--- src/gyod_pkg.sv ---
// Package: register map, field layout and types of the gyro output data page
package gyod_pkg;

	localparam int ADDR_W = 7;
	localparam int WORD_W = 16;
	localparam int SAMPLE_W = 32;
	localparam int NUM_AXES = 3;
	localparam int PAGE_W = 16;

	localparam logic [ADDR_W-1:0] ADDR_PAGE_SEL = 7'h00;
	localparam logic [ADDR_W-1:0] ADDR_GYRO_X_LOW = 7'h10;
	localparam logic [ADDR_W-1:0] ADDR_GYRO_X_HIGH = 7'h12;
	localparam logic [ADDR_W-1:0] ADDR_GYRO_Y_LOW = 7'h14;
	localparam logic [ADDR_W-1:0] ADDR_GYRO_Y_HIGH = 7'h16;
	localparam logic [ADDR_W-1:0] ADDR_GYRO_Z_LOW = 7'h18;
	localparam logic [ADDR_W-1:0] ADDR_GYRO_Z_HIGH = 7'h1A;
	localparam logic [ADDR_W-1:0] AXIS_STRIDE = 7'h04;
	localparam logic [ADDR_W-1:0] HIGH_WORD_OFS = 7'h02;

	localparam logic [PAGE_W-1:0] PAGE_SEL_RESET = 16'h0000;
	localparam logic [PAGE_W-1:0] PAGE_OUTPUT_DATA = 16'h0000;
	localparam logic [WORD_W-1:0] UNMAPPED_READ = 16'h0000;
	localparam logic [SAMPLE_W-1:0] SAMPLE_RESET = 32'h0000_0000;
	localparam logic [WORD_W-1:0] WORD_RESET = 16'h0000;

	localparam int HIGH_MSB = 31;
	localparam int HIGH_LSB = 16;
	localparam int LOW_MSB = 15;
	localparam int LOW_LSB = 0;

	// Scaling, in milli-degrees per second; range in degrees per second
	localparam int HIGH_LSB_MDPS = 20;
	localparam int LOW_MSB_MDPS = 10;
	localparam int RANGE_DPS = 450;

	// One register access as seen by the serial port front end
	typedef struct packed {
		logic valid;
		logic write;
		logic [ADDR_W-1:0] addr;
		logic [WORD_W-1:0] wdata;
	} gyod_req_t;

	// One new gyro sample set, all three axes from the same instant
	typedef struct packed {
		logic valid;
		logic [NUM_AXES-1:0][SAMPLE_W-1:0] rate;
	} gyod_sample_t;

	typedef struct packed {
		logic valid;
		logic [WORD_W-1:0] data;
	} gyod_rsp_t;

endpackage : gyod_pkg

--- src/gyod_output_regs.sv ---
// Gyro output data page: page selector, read-only rate words, read port
//
// How it works
// - Page selector resets to zero, so page 0 is active after start-up.
// - Page 0 carries the output data registers, here the gyro words.
// - Each gyro result is a 32-bit two's complement value in two words.
// - High register holds bits 31:16, low register holds bits 15:0.
// - High word: 0.02 deg/s per count, zero at rest, +-450 deg/s range.
// - Low word MSB weighs 0.01 deg/s, each lower bit half the one above.
// - Gyro low/high words at 0x10/0x12, 0x14/0x16, 0x18/0x1A on page 0.
// - Output data registers are read-only; writes to them change nothing.
`timescale 1ns/1ps
module gyod_output_regs (
	input wire logic clk,
	input wire logic reset,
	input gyod_pkg::gyod_req_t req,
	input gyod_pkg::gyod_sample_t sample,
	output gyod_pkg::gyod_rsp_t rsp,
	output logic [gyod_pkg::PAGE_W-1:0] activePage,
	output logic sampleSeen
);
	import gyod_pkg::*;

	typedef enum logic [1:0] {
		ST_IDLE,
		ST_READ,
		ST_ANSWER
	} gyod_state_t;

	gyod_state_t state_r;
	gyod_state_t state_nxt;
	logic [PAGE_W-1:0] pageSel_r;
	logic [PAGE_W-1:0] pageSel_nxt;
	logic [1:0] rdAxis_r;
	logic [1:0] rdAxis_nxt;
	logic rdHigh_r;
	logic rdHigh_nxt;
	logic pageRead_r;
	logic pageRead_nxt;
	logic gyroHit_r;
	logic gyroHit_nxt;
	logic rspValid_r;
	logic rspValid_nxt;
	logic [WORD_W-1:0] rspData_r;
	logic [WORD_W-1:0] rspData_nxt;
	logic sampleSeen_r;
	logic sampleSeen_nxt;
	logic idle;
	logic readTake;
	logic writeTake;
	logic pageHit;
	logic gyroHit;
	logic [1:0] decAxis;
	logic decHigh;
	logic [ADDR_W-1:0] relAddr;
	logic [WORD_W-1:0] storeData;

	////////////////////////////////////////////////////////////////////////
	// Request acceptance: nothing is taken while a read is in flight
	// Writes complete at the take and give no answer
	always_comb begin
		idle = (state_r == ST_IDLE);
		readTake = idle && req.valid && !req.write;
		writeTake = idle && req.valid && req.write;
	end

	////////////////////////////////////////////////////////////////////////
	// Address decode of the gyro words on the output data page
	always_comb begin
		relAddr = req.addr - ADDR_GYRO_X_LOW;
		decAxis = relAddr[3:2];
		decHigh = relAddr[1];
		pageHit = (req.addr == ADDR_PAGE_SEL);
		gyroHit = (pageSel_r == PAGE_OUTPUT_DATA)
			&& (req.addr >= ADDR_GYRO_X_LOW)
			&& (req.addr <= ADDR_GYRO_Z_HIGH)
			&& !req.addr[0];
	end

	////////////////////////////////////////////////////////////////////////
	// Sample store, read through the target captured at the take
	// Whole-set writes keep both halves of a word pair from one sample
	gyod_sample_store #(
		.AXES(NUM_AXES)
	) u_store (
		.clk(clk),
		.reset(reset),
		.wrEn(sample.valid),
		.wrData(sample.rate),
		.rdAxis(rdAxis_r),
		.rdHigh(rdHigh_r),
		.rdData(storeData)
	);

	////////////////////////////////////////////////////////////////////////
	// Page selector: the only writable word, data words ignore writes
	// Any 16-bit value is kept; only page 0 maps the gyro words
	always_comb begin
		pageSel_nxt = pageSel_r;
		if (writeTake && pageHit) begin
			pageSel_nxt = req.wdata;
		end
	end

	always_ff @(posedge clk or posedge reset) begin
		if (reset) begin
			pageSel_r <= PAGE_SEL_RESET;
		end else begin
			pageSel_r <= pageSel_nxt;
		end
	end

	////////////////////////////////////////////////////////////////////////
	// Read sequencing: take, store lookup, answer
	always_comb begin
		state_nxt = state_r;
		unique case (state_r)
			ST_IDLE: begin
				if (readTake) begin
					state_nxt = ST_READ;
				end
			end
			ST_READ: begin
				// Store registers the selected word in this cycle
				state_nxt = ST_ANSWER;
			end
			ST_ANSWER: begin
				// Port frees up as the answer goes out
				state_nxt = ST_IDLE;
			end
		endcase
	end

	always_ff @(posedge clk or posedge reset) begin
		if (reset) begin
			state_r <= ST_IDLE;
		end else begin
			state_r <= state_nxt;
		end
	end

	////////////////////////////////////////////////////////////////////////
	// Read target held from the take, so the host may drop the address
	always_comb begin
		rdAxis_nxt = rdAxis_r;
		rdHigh_nxt = rdHigh_r;
		pageRead_nxt = pageRead_r;
		gyroHit_nxt = gyroHit_r;
		if (readTake) begin
			rdAxis_nxt = decAxis;
			rdHigh_nxt = decHigh;
			pageRead_nxt = pageHit;
			gyroHit_nxt = gyroHit;
		end
	end

	always_ff @(posedge clk or posedge reset) begin
		if (reset) begin
			rdAxis_r <= 2'h0;
			rdHigh_r <= 1'b0;
			pageRead_r <= 1'b0;
			gyroHit_r <= 1'b0;
		end else begin
			rdAxis_r <= rdAxis_nxt;
			rdHigh_r <= rdHigh_nxt;
			pageRead_r <= pageRead_nxt;
			gyroHit_r <= gyroHit_nxt;
		end
	end

	////////////////////////////////////////////////////////////////////////
	// Answer: one-cycle strobe, data held until the next answer
	always_comb begin
		rspValid_nxt = 1'b0;
		rspData_nxt = rspData_r;
		if (state_r == ST_ANSWER) begin
			rspValid_nxt = 1'b1;
			// Page selector reads back on every page
			if (pageRead_r) begin
				rspData_nxt = pageSel_r;
			end else if (gyroHit_r) begin
				rspData_nxt = storeData;
			end else begin
				rspData_nxt = UNMAPPED_READ;
			end
		end
	end

	always_ff @(posedge clk or posedge reset) begin
		if (reset) begin
			rspValid_r <= 1'b0;
			rspData_r <= WORD_RESET;
		end else begin
			rspValid_r <= rspValid_nxt;
			rspData_r <= rspData_nxt;
		end
	end

	////////////////////////////////////////////////////////////////////////
	// Sample strobe echo
	always_comb begin
		sampleSeen_nxt = sample.valid;
	end

	always_ff @(posedge clk or posedge reset) begin
		if (reset) begin
			sampleSeen_r <= 1'b0;
		end else begin
			sampleSeen_r <= sampleSeen_nxt;
		end
	end

	////////////////////////////////////////////////////////////////////////
	// Outputs straight from their registers
	assign rsp.valid = rspValid_r;
	assign rsp.data = rspData_r;
	assign activePage = pageSel_r;
	assign sampleSeen = sampleSeen_r;

endmodule : gyod_output_regs

--- src/gyod_sample_store.sv ---
// Sample store: holds the latest 32-bit rate per axis, read out by word
`timescale 1ns/1ps
module gyod_sample_store #(
	parameter int AXES = gyod_pkg::NUM_AXES
) (
	input wire logic clk,
	input wire logic reset,
	input wire logic wrEn,
	input wire logic [AXES-1:0][gyod_pkg::SAMPLE_W-1:0] wrData,
	input wire logic [1:0] rdAxis,
	input wire logic rdHigh,
	output logic [gyod_pkg::WORD_W-1:0] rdData
);
	import gyod_pkg::*;

	logic [AXES-1:0][SAMPLE_W-1:0] mem_r;
	logic [AXES-1:0][SAMPLE_W-1:0] mem_nxt;
	logic [WORD_W-1:0] rdData_nxt;

	////////////////////////////////////////////////////////////////////////
	// Whole-set update so high and low words always belong together
	always_comb begin
		mem_nxt = mem_r;
		if (wrEn) begin
			mem_nxt = wrData;
		end
	end

	always_comb begin
		rdData_nxt = UNMAPPED_READ;
		if (32'(rdAxis) < AXES) begin
			if (rdHigh) begin
				rdData_nxt = mem_r[rdAxis][HIGH_MSB:HIGH_LSB];
			end else begin
				rdData_nxt = mem_r[rdAxis][LOW_MSB:LOW_LSB];
			end
		end
	end

	always_ff @(posedge clk or posedge reset) begin
		if (reset) begin
			mem_r <= '0;
			rdData <= WORD_RESET;
		end else begin
			mem_r <= mem_nxt;
			rdData <= rdData_nxt;
		end
	end

endmodule : gyod_sample_store

--- config.mk ---
export PLATFORM = sky130hd
export DESIGN_NAME = gyod_output_regs
export DESIGN_NICKNAME = d
export VERILOG_FILES = /design/src/gyod_pkg.sv /design/src/gyod_output_regs.sv /design/src/gyod_sample_store.sv
export SDC_FILE = /design/constraint.sdc
export NUM_CORES = 1
export LEC_CHECK = 0
export BUFFER_PORTS_ARGS = -buffer_cell sky130_fd_sc_hd__buf_2
export CAP_MARGIN = 0
export CELL_PAD_IN_SITES_DETAIL_PLACEMENT = 0
export CELL_PAD_IN_SITES_GLOBAL_PLACEMENT = 1
export CORE_MARGIN = 5
export CORE_UTILIZATION = 43
export CTS_CLUSTER_DIAMETER = 100
export DETAILED_ROUTE_END_ITERATION = 10
export GPL_TIMING_DRIVEN = 1
export PLACE_DENSITY = 0.77
export RECOVER_POWER = 25
export REMOVE_ABC_BUFFERS = 1
export SLEW_MARGIN = 40
export SYNTH_ARGS = -nofsm -noshare
export SYNTH_HDL_FRONTEND = slang
export SYNTH_SLANG_ARGS = --single-unit
--- constraint.sdc ---
create_clock -name clk -period 7 [get_ports clk]
set_input_delay 1.4 -clock clk [delete_from_list [all_inputs] [get_ports clk]]
set_output_delay 1.4 -clock clk [all_outputs]
set_load 0.005 [all_outputs]
-- Yosys cells after proc, flatten, opt, wreduce, memory -nomap -nowiden
Index checks and enable logic that the tools add are counted.
- add/subtract/negate cells: 1
- $mul: 0
- divide/modulo/power cells: 0
- magnitude comparators: 4
- equality and inequality tests: 3
- shift-type cells: 0
- multiplexer cells: 9
- bitwise logic cells: 0
- reductions and logical operators: 12
- operators with widths (operator ; count):
    binary-select mux 32 bit (select 2 bit) ; 1
    two-way mux 16 bit ; 4
    two-way mux 32 bit ; 1
    zero test 16 bit ; 1
    greater-or-equal comparator 7 x 5 -> 1 bit (second input constant) ; 1
    less-or-equal comparator 7 x 5 -> 1 bit (second input constant) ; 1
    logical AND 1 bit ; 7
    zero test 7 bit ; 1
    case mux 2 bit (3 select lines) ; 1
    subtractor 4 x 1 -> 4 bit (second input constant) ; 1
    less-than comparator 2 x 3 -> 1 bit (second input constant) ; 1
    equality test 2 x 1 -> 1 bit (second input constant) ; 1
    equality test 2 bit (second input constant) ; 1
    zero test 1 bit ; 2
    zero test 2 bit ; 1
    less-than comparator 2 bit (second input constant) ; 1
    two-way mux 2 bit ; 1
    inequality test 2 x 1 -> 1 bit (second input constant) ; 1
    two-way mux 1 bit ; 1
- register bits after elaboration: 153
- latch bits: 0
- memory bits (writable): 0
- bits in read-only memories: 0
- input bits: 124
- output and inout port bits: 34
- word-level logic and storage cells: 42
- memories kept: 0

-- Depth between registers and ports, before layout
- depth after elaboration: 5
- gate-level depth with buffers: 6
- gate-level depth less buffers: 5

-- Modules after synthesis
From an unflattened synthesis, not the netlist that was laid out.
- cells, all modules: 459
- area, all modules: 6651.4 um^2
- by module, submodules not included (module ; instances ; cells an instance ; area each (um^2) ; sequential area each (um^2)):
    gyod_sample_store ; 1 ; 314 ; 4843.4 ; 2802.7
    gyod_output_regs ; 1 ; 145 ; 1808.0 ; 1026.0

-- Least setup slack after synthesis
Ideal clock, no wire load.
- kind: input to register
- start: input port req[18] in the netlist's numbering
- end: register pageSel_r[0], in the netlist activePage[0]
- library setup time: 125 ps
- arrival time: 2333 ps
- data required time: 6875 ps
- slack: 4542 ps
- stages on the path: 4
- path buffers: 1
- cell sequence: nor4_4 > nand3_4 > buf_6 > mux2_4
- cells in the longest elaborated chain, start to end: 2
- ends and longest elaborated chain (element ; line ; text):
    start, declared ; gyod_output_regs.sv:16 ; input gyod_pkg::gyod_req_t req,
    zero test 7 bit ; gyod_output_regs.sv:73 ; pageHit = (req.addr == ADDR_PAGE_SEL);
    logical AND 1 bit ; gyod_output_regs.sv:100 ; if (writeTake && pageHit) begin
    end signal, assigned ; gyod_output_regs.sv:109 ; pageSel_r <= pageSel_nxt;
    end, declared ; gyod_output_regs.sv:32 ; logic [PAGE_W-1:0] pageSel_r;
Every way passes these cells.
A chain may end at the register's enable or synchronous reset.

-- Worst setup path in the final report
- start: register rdAxis_r[0]
- end: register u_store.rdData[11] in the netlist's numbering
- cells in the longest elaborated chain, start to end: 4
- elaborated cells between the ends (all ways): 5
- classes of those cells: order compare: 1; mux: 4
- ends and longest elaborated chain (element ; line ; text):
    start, declared ; gyod_output_regs.sv:34 ; logic [1:0] rdAxis_r;
    start signal, assigned ; gyod_output_regs.sv:164 ; rdAxis_r <= rdAxis_nxt;
    binary-select mux 32 bit (select 2 bit) ; gyod_sample_store.sv:33, gyod_sample_store.sv:35 ;
    two-way mux 32 bit (implied by the code) ; gyod_sample_store.sv:33 ; rdData_nxt = mem_r[rdAxis][HIGH_MSB:HIGH_LSB];
    two-way mux 16 bit ; gyod_sample_store.sv:32 ; if (rdHigh) begin
    two-way mux 16 bit (*) ; gyod_sample_store.sv:31 ; if (32'(rdAxis) < AXES) begin
    net u_store.rdData_nxt[11] ; gyod_sample_store.sv:18 ; logic [WORD_W-1:0] rdData_nxt;
    end signal, assigned ; gyod_sample_store.sv:46 ; rdData <= rdData_nxt;
    end, declared ; gyod_sample_store.sv:12 ; output logic [gyod_pkg::WORD_W-1:0] rdData
Mark *: on every way through the listed nets, which the timed path passes. The rest lies on a longest branch. The select of a mux whose other input is x is not followed.

==> out/results.ini <==
[placement]
portBuffers = 157
place_inst = 773
placed_area_sq_mm = 0.007472
routabilityCongestion = 0.7279
hpwlAfterDp_um = 10390

[cts]
htree_num_levels = 4
clock_path_buffers = 2
cts_setup_buffers = 0
ctsResizeCount = 0
clk_pin_slew_ns = 0.06
cts.sinks = 153
insertion_delay_ns = 0.42
cts_root_buf = clkbuf_16
cts_tree = yes
cts_made_buffers = 17
holdBufCountCts = 0

[timing]
fmax_mhz = 365.3
skew_ns = 0.006106
min_period_ns = 2.737
worst_pin_slew_ns = 1.818
tns_ns = 0
rsz0062_at_grt = false
finalSetupViolCount = 0
min_period_over_period_pct = 39.10
drv_slew = 17
hold_viol_final = 0
slew_headroom_pct = -21.65

[yosys]
ys_top_cells_by_count = 153 x dfrtp_1, 106 x mux2_2, 49 x mux2i_1
yosysWarnings = 0
async_reset_ff_share_pct = 100.0
ys.flop_type = dfrtp_1
ys_types = 29
synth.most_common_cell = dfrtp_1
yosysTopAreaCell = dfrtp_1
ys_top_cells_by_area = dfrtp_1 58%, mux2_2 18%, mux2i_1 7.5%
synth_edf_count = 0
yosysSeqAreaShare_pct = 58.46
synth_area_sq_mm = 0.006549
ys_ff_latch = 153
synth_area_per_cell_sq_um = 14.33
netlist.area_leader.share_pct = 58.46
synthCells = 457

[layout]
fin_cells = 805
num-fill-cells = 1305
seq_area_sq_mm = 0.003832
area_delta_synth_final_pct = 22.93
layout.nets = 731
multi_input_area_sq_mm = 0.002550
antennaDiodeCount = 0
drive_gt1_share_pct = 50.57
fin_area_sq_mm = 0.008050

[power]
pwr-share-seq_pct = 43.6
power_density_mw_per_mm2 = 346.5
power_frac_clock_pct = 32.0
total_power_uw = 2790
leakage_uw = 0.003781
power.net_switching_uw = 842.1
ir_worst_vdd_uv = 176.4
swShare_pct = 30.19
pwr-share-comb_pct = 24.4
internal_power_uw = 1947

[worst_setup_path]
cpPeakStageDelay_ns = 1.53
cp-start-kind = flip-flop
crit_family = simple AND/OR/NAND/NOR gates
worstPathCellList = nor2_1 > a221oi_1
path_max_fanout = 18
worst_setup_path_end_kind = flip-flop
crit_required_ns = 7.20
cp.arrival_ns = 2.94
worst-path-buf-inv = 0
slowest_stage = nor2_1
worstSetupPathType = flip-flop to flip-flop

[global_routing]
gr-total-overflow = 0
grt_pass1_vias = 4628
grt_pass1_wl_um = 24720
grt_max_degree = 98
grt_usage_pct = 18.15
grt_antenna_before_repair = 2

[routing]
wl_um = 15450
drt_iter0_drc = 220
route.detailed.drc = 0
wire_per_inst_um = 19.19
ant_nets = 0
via_count = 4259
avgViaCountPerCell = 5.291
drtPass1Iterations = 5

[floorplanning]
fp-row-count = 45
chipWidth_um = 133.4
pin_count = 158
fp.dieH_um = 133.4
core_area_sq_mm = 0.01509
start_util_pct = 43.40
dieArea_sq_mm = 0.01780

[hold_path]
hold_class = flip-flop to flip-flop

[run_status]
violations = capacitance limit, slew limit
status = finished, violations left

[job]
drv_cap = 1

## placed cells by master (no fill, tap or decap), types with 2 or more instances in the layout
| cell | synthesis | layout |
|---|---|---|
| buf_2 | 15 | 155 |
| dfrtp_1 | 153 | 152 |
| mux2_2 | 106 | 106 |
| mux2i_1 | 49 | 49 |
| nor2_1 | 17 | 17 |
| clkbuf_16 | 0 | 17 |
| o21a_1 | 16 | 16 |
| a221oi_1 | 16 | 16 |
| a22oi_1 | 15 | 15 |
| a21oi_1 | 15 | 15 |
| mux2_4 | 10 | 10 |
| nand2_1 | 6 | 6 |
| clkinvlp_4 | 0 | 6 |
| clkinv_2 | 0 | 4 |
| nor4_1 | 3 | 3 |
| ha_1 | 3 | 3 |
| clkbuf_8 | 0 | 3 |
| nand3b_1 | 2 | 2 |
| inv_1 | 3 | 2 |
| bufinv_16 | 0 | 2 |
| clkbuf_1 | 12 | 2 |
## registers in the layout, indices dropped and copies added (netlist names)
register,flops
u_store.mem_r,96
activePage,16
rspData_r,16
u_store.rdData,16
rdAxis_r,2
state_r,2
gyroHit_r,1
pageRead_r,1
rdHigh_r,1
rspValid_r,1
sampleSeen,1
## kinds of logic (layout without fill, tap and decap cells)
logic type               Yosys count  in the layout  share of synthesized area [%]
flip-flops                       153            153                          58.46
buffers and inverters             35            195                          2.637
adder cells (fa/ha/maj)            3              3                         0.5732
AO/OA/AOI/OAI                     66             66                          7.241
AND/OR/NAND/NOR                   35             35                          3.076
multiplexers                     165            165                          28.01
## metal layers
| layer | vias to the layer above | track usage, % | routed length (um) |
|---|---|---|---|
| met1 | 2137 | 22.62 | 6649 |
| met4 | 4 | 6.571 | 327 |
| met5 | - | 0 | 32 |
| met2 | 116 | 29.74 | 7525 |
| met3 | 29 | 5.967 | 915 |
| li1 | 1973 | - | - |
## stage by stage
step	util [%]	hold slack, ns	setup slack [ns]
after floorplan	-	0.4632	1.479
after global placement	49.30	0.4856	3.981
after detailed placement	49.52	0.4949	3.934
after CTS	53.37	0.5081	4.400
after global routing	53.35	0.5193	4.187
final	53.35	0.5050	4.263
## worst paths after layout
check	cells past startpoint	to	slack [ns]	startpoint
worst max-delay path	2	u_store.rdData[11]	4.26	rdAxis_r[0]
max in group asynchronous	3	rdHigh_r	4.89	reset
min in group asynchronous	2	activePage[0]	1.10	reset
worst min-delay path	1	u_store.mem_r[66]	0.50	u_store.mem_r[66]
worst max register to register	2	u_store.rdData[11]	4.26	rdAxis_r[0]
worst min register to register	1	u_store.mem_r[66]	0.50	u_store.mem_r[66]
## layout make-up
cell class | count | share of cell area (%)
clock inverters | 12 | 1.554
flip-flops and latches | 153 | 47.61
well taps | 188 | 2.922
multi-input cells | 269 | 31.68
clock buffers | 20 | 5.673
repair buffers | 160 | 10.34
inverters | 3 | 0.2331
## power by group through the flow
stage / Sequential, uW / Combinational, uW / Clock [uW]
after CTS: 1220 / 691 / 913
after detailed placement: 1240 / 689 / 0
after floorplan: 1220 / 414 / 0
after global routing: 1240 / 753 / 946
after global placement: 1260 / 631 / 0
final: 1220 / 681 / 893
(Power assumes the default switching activity.)
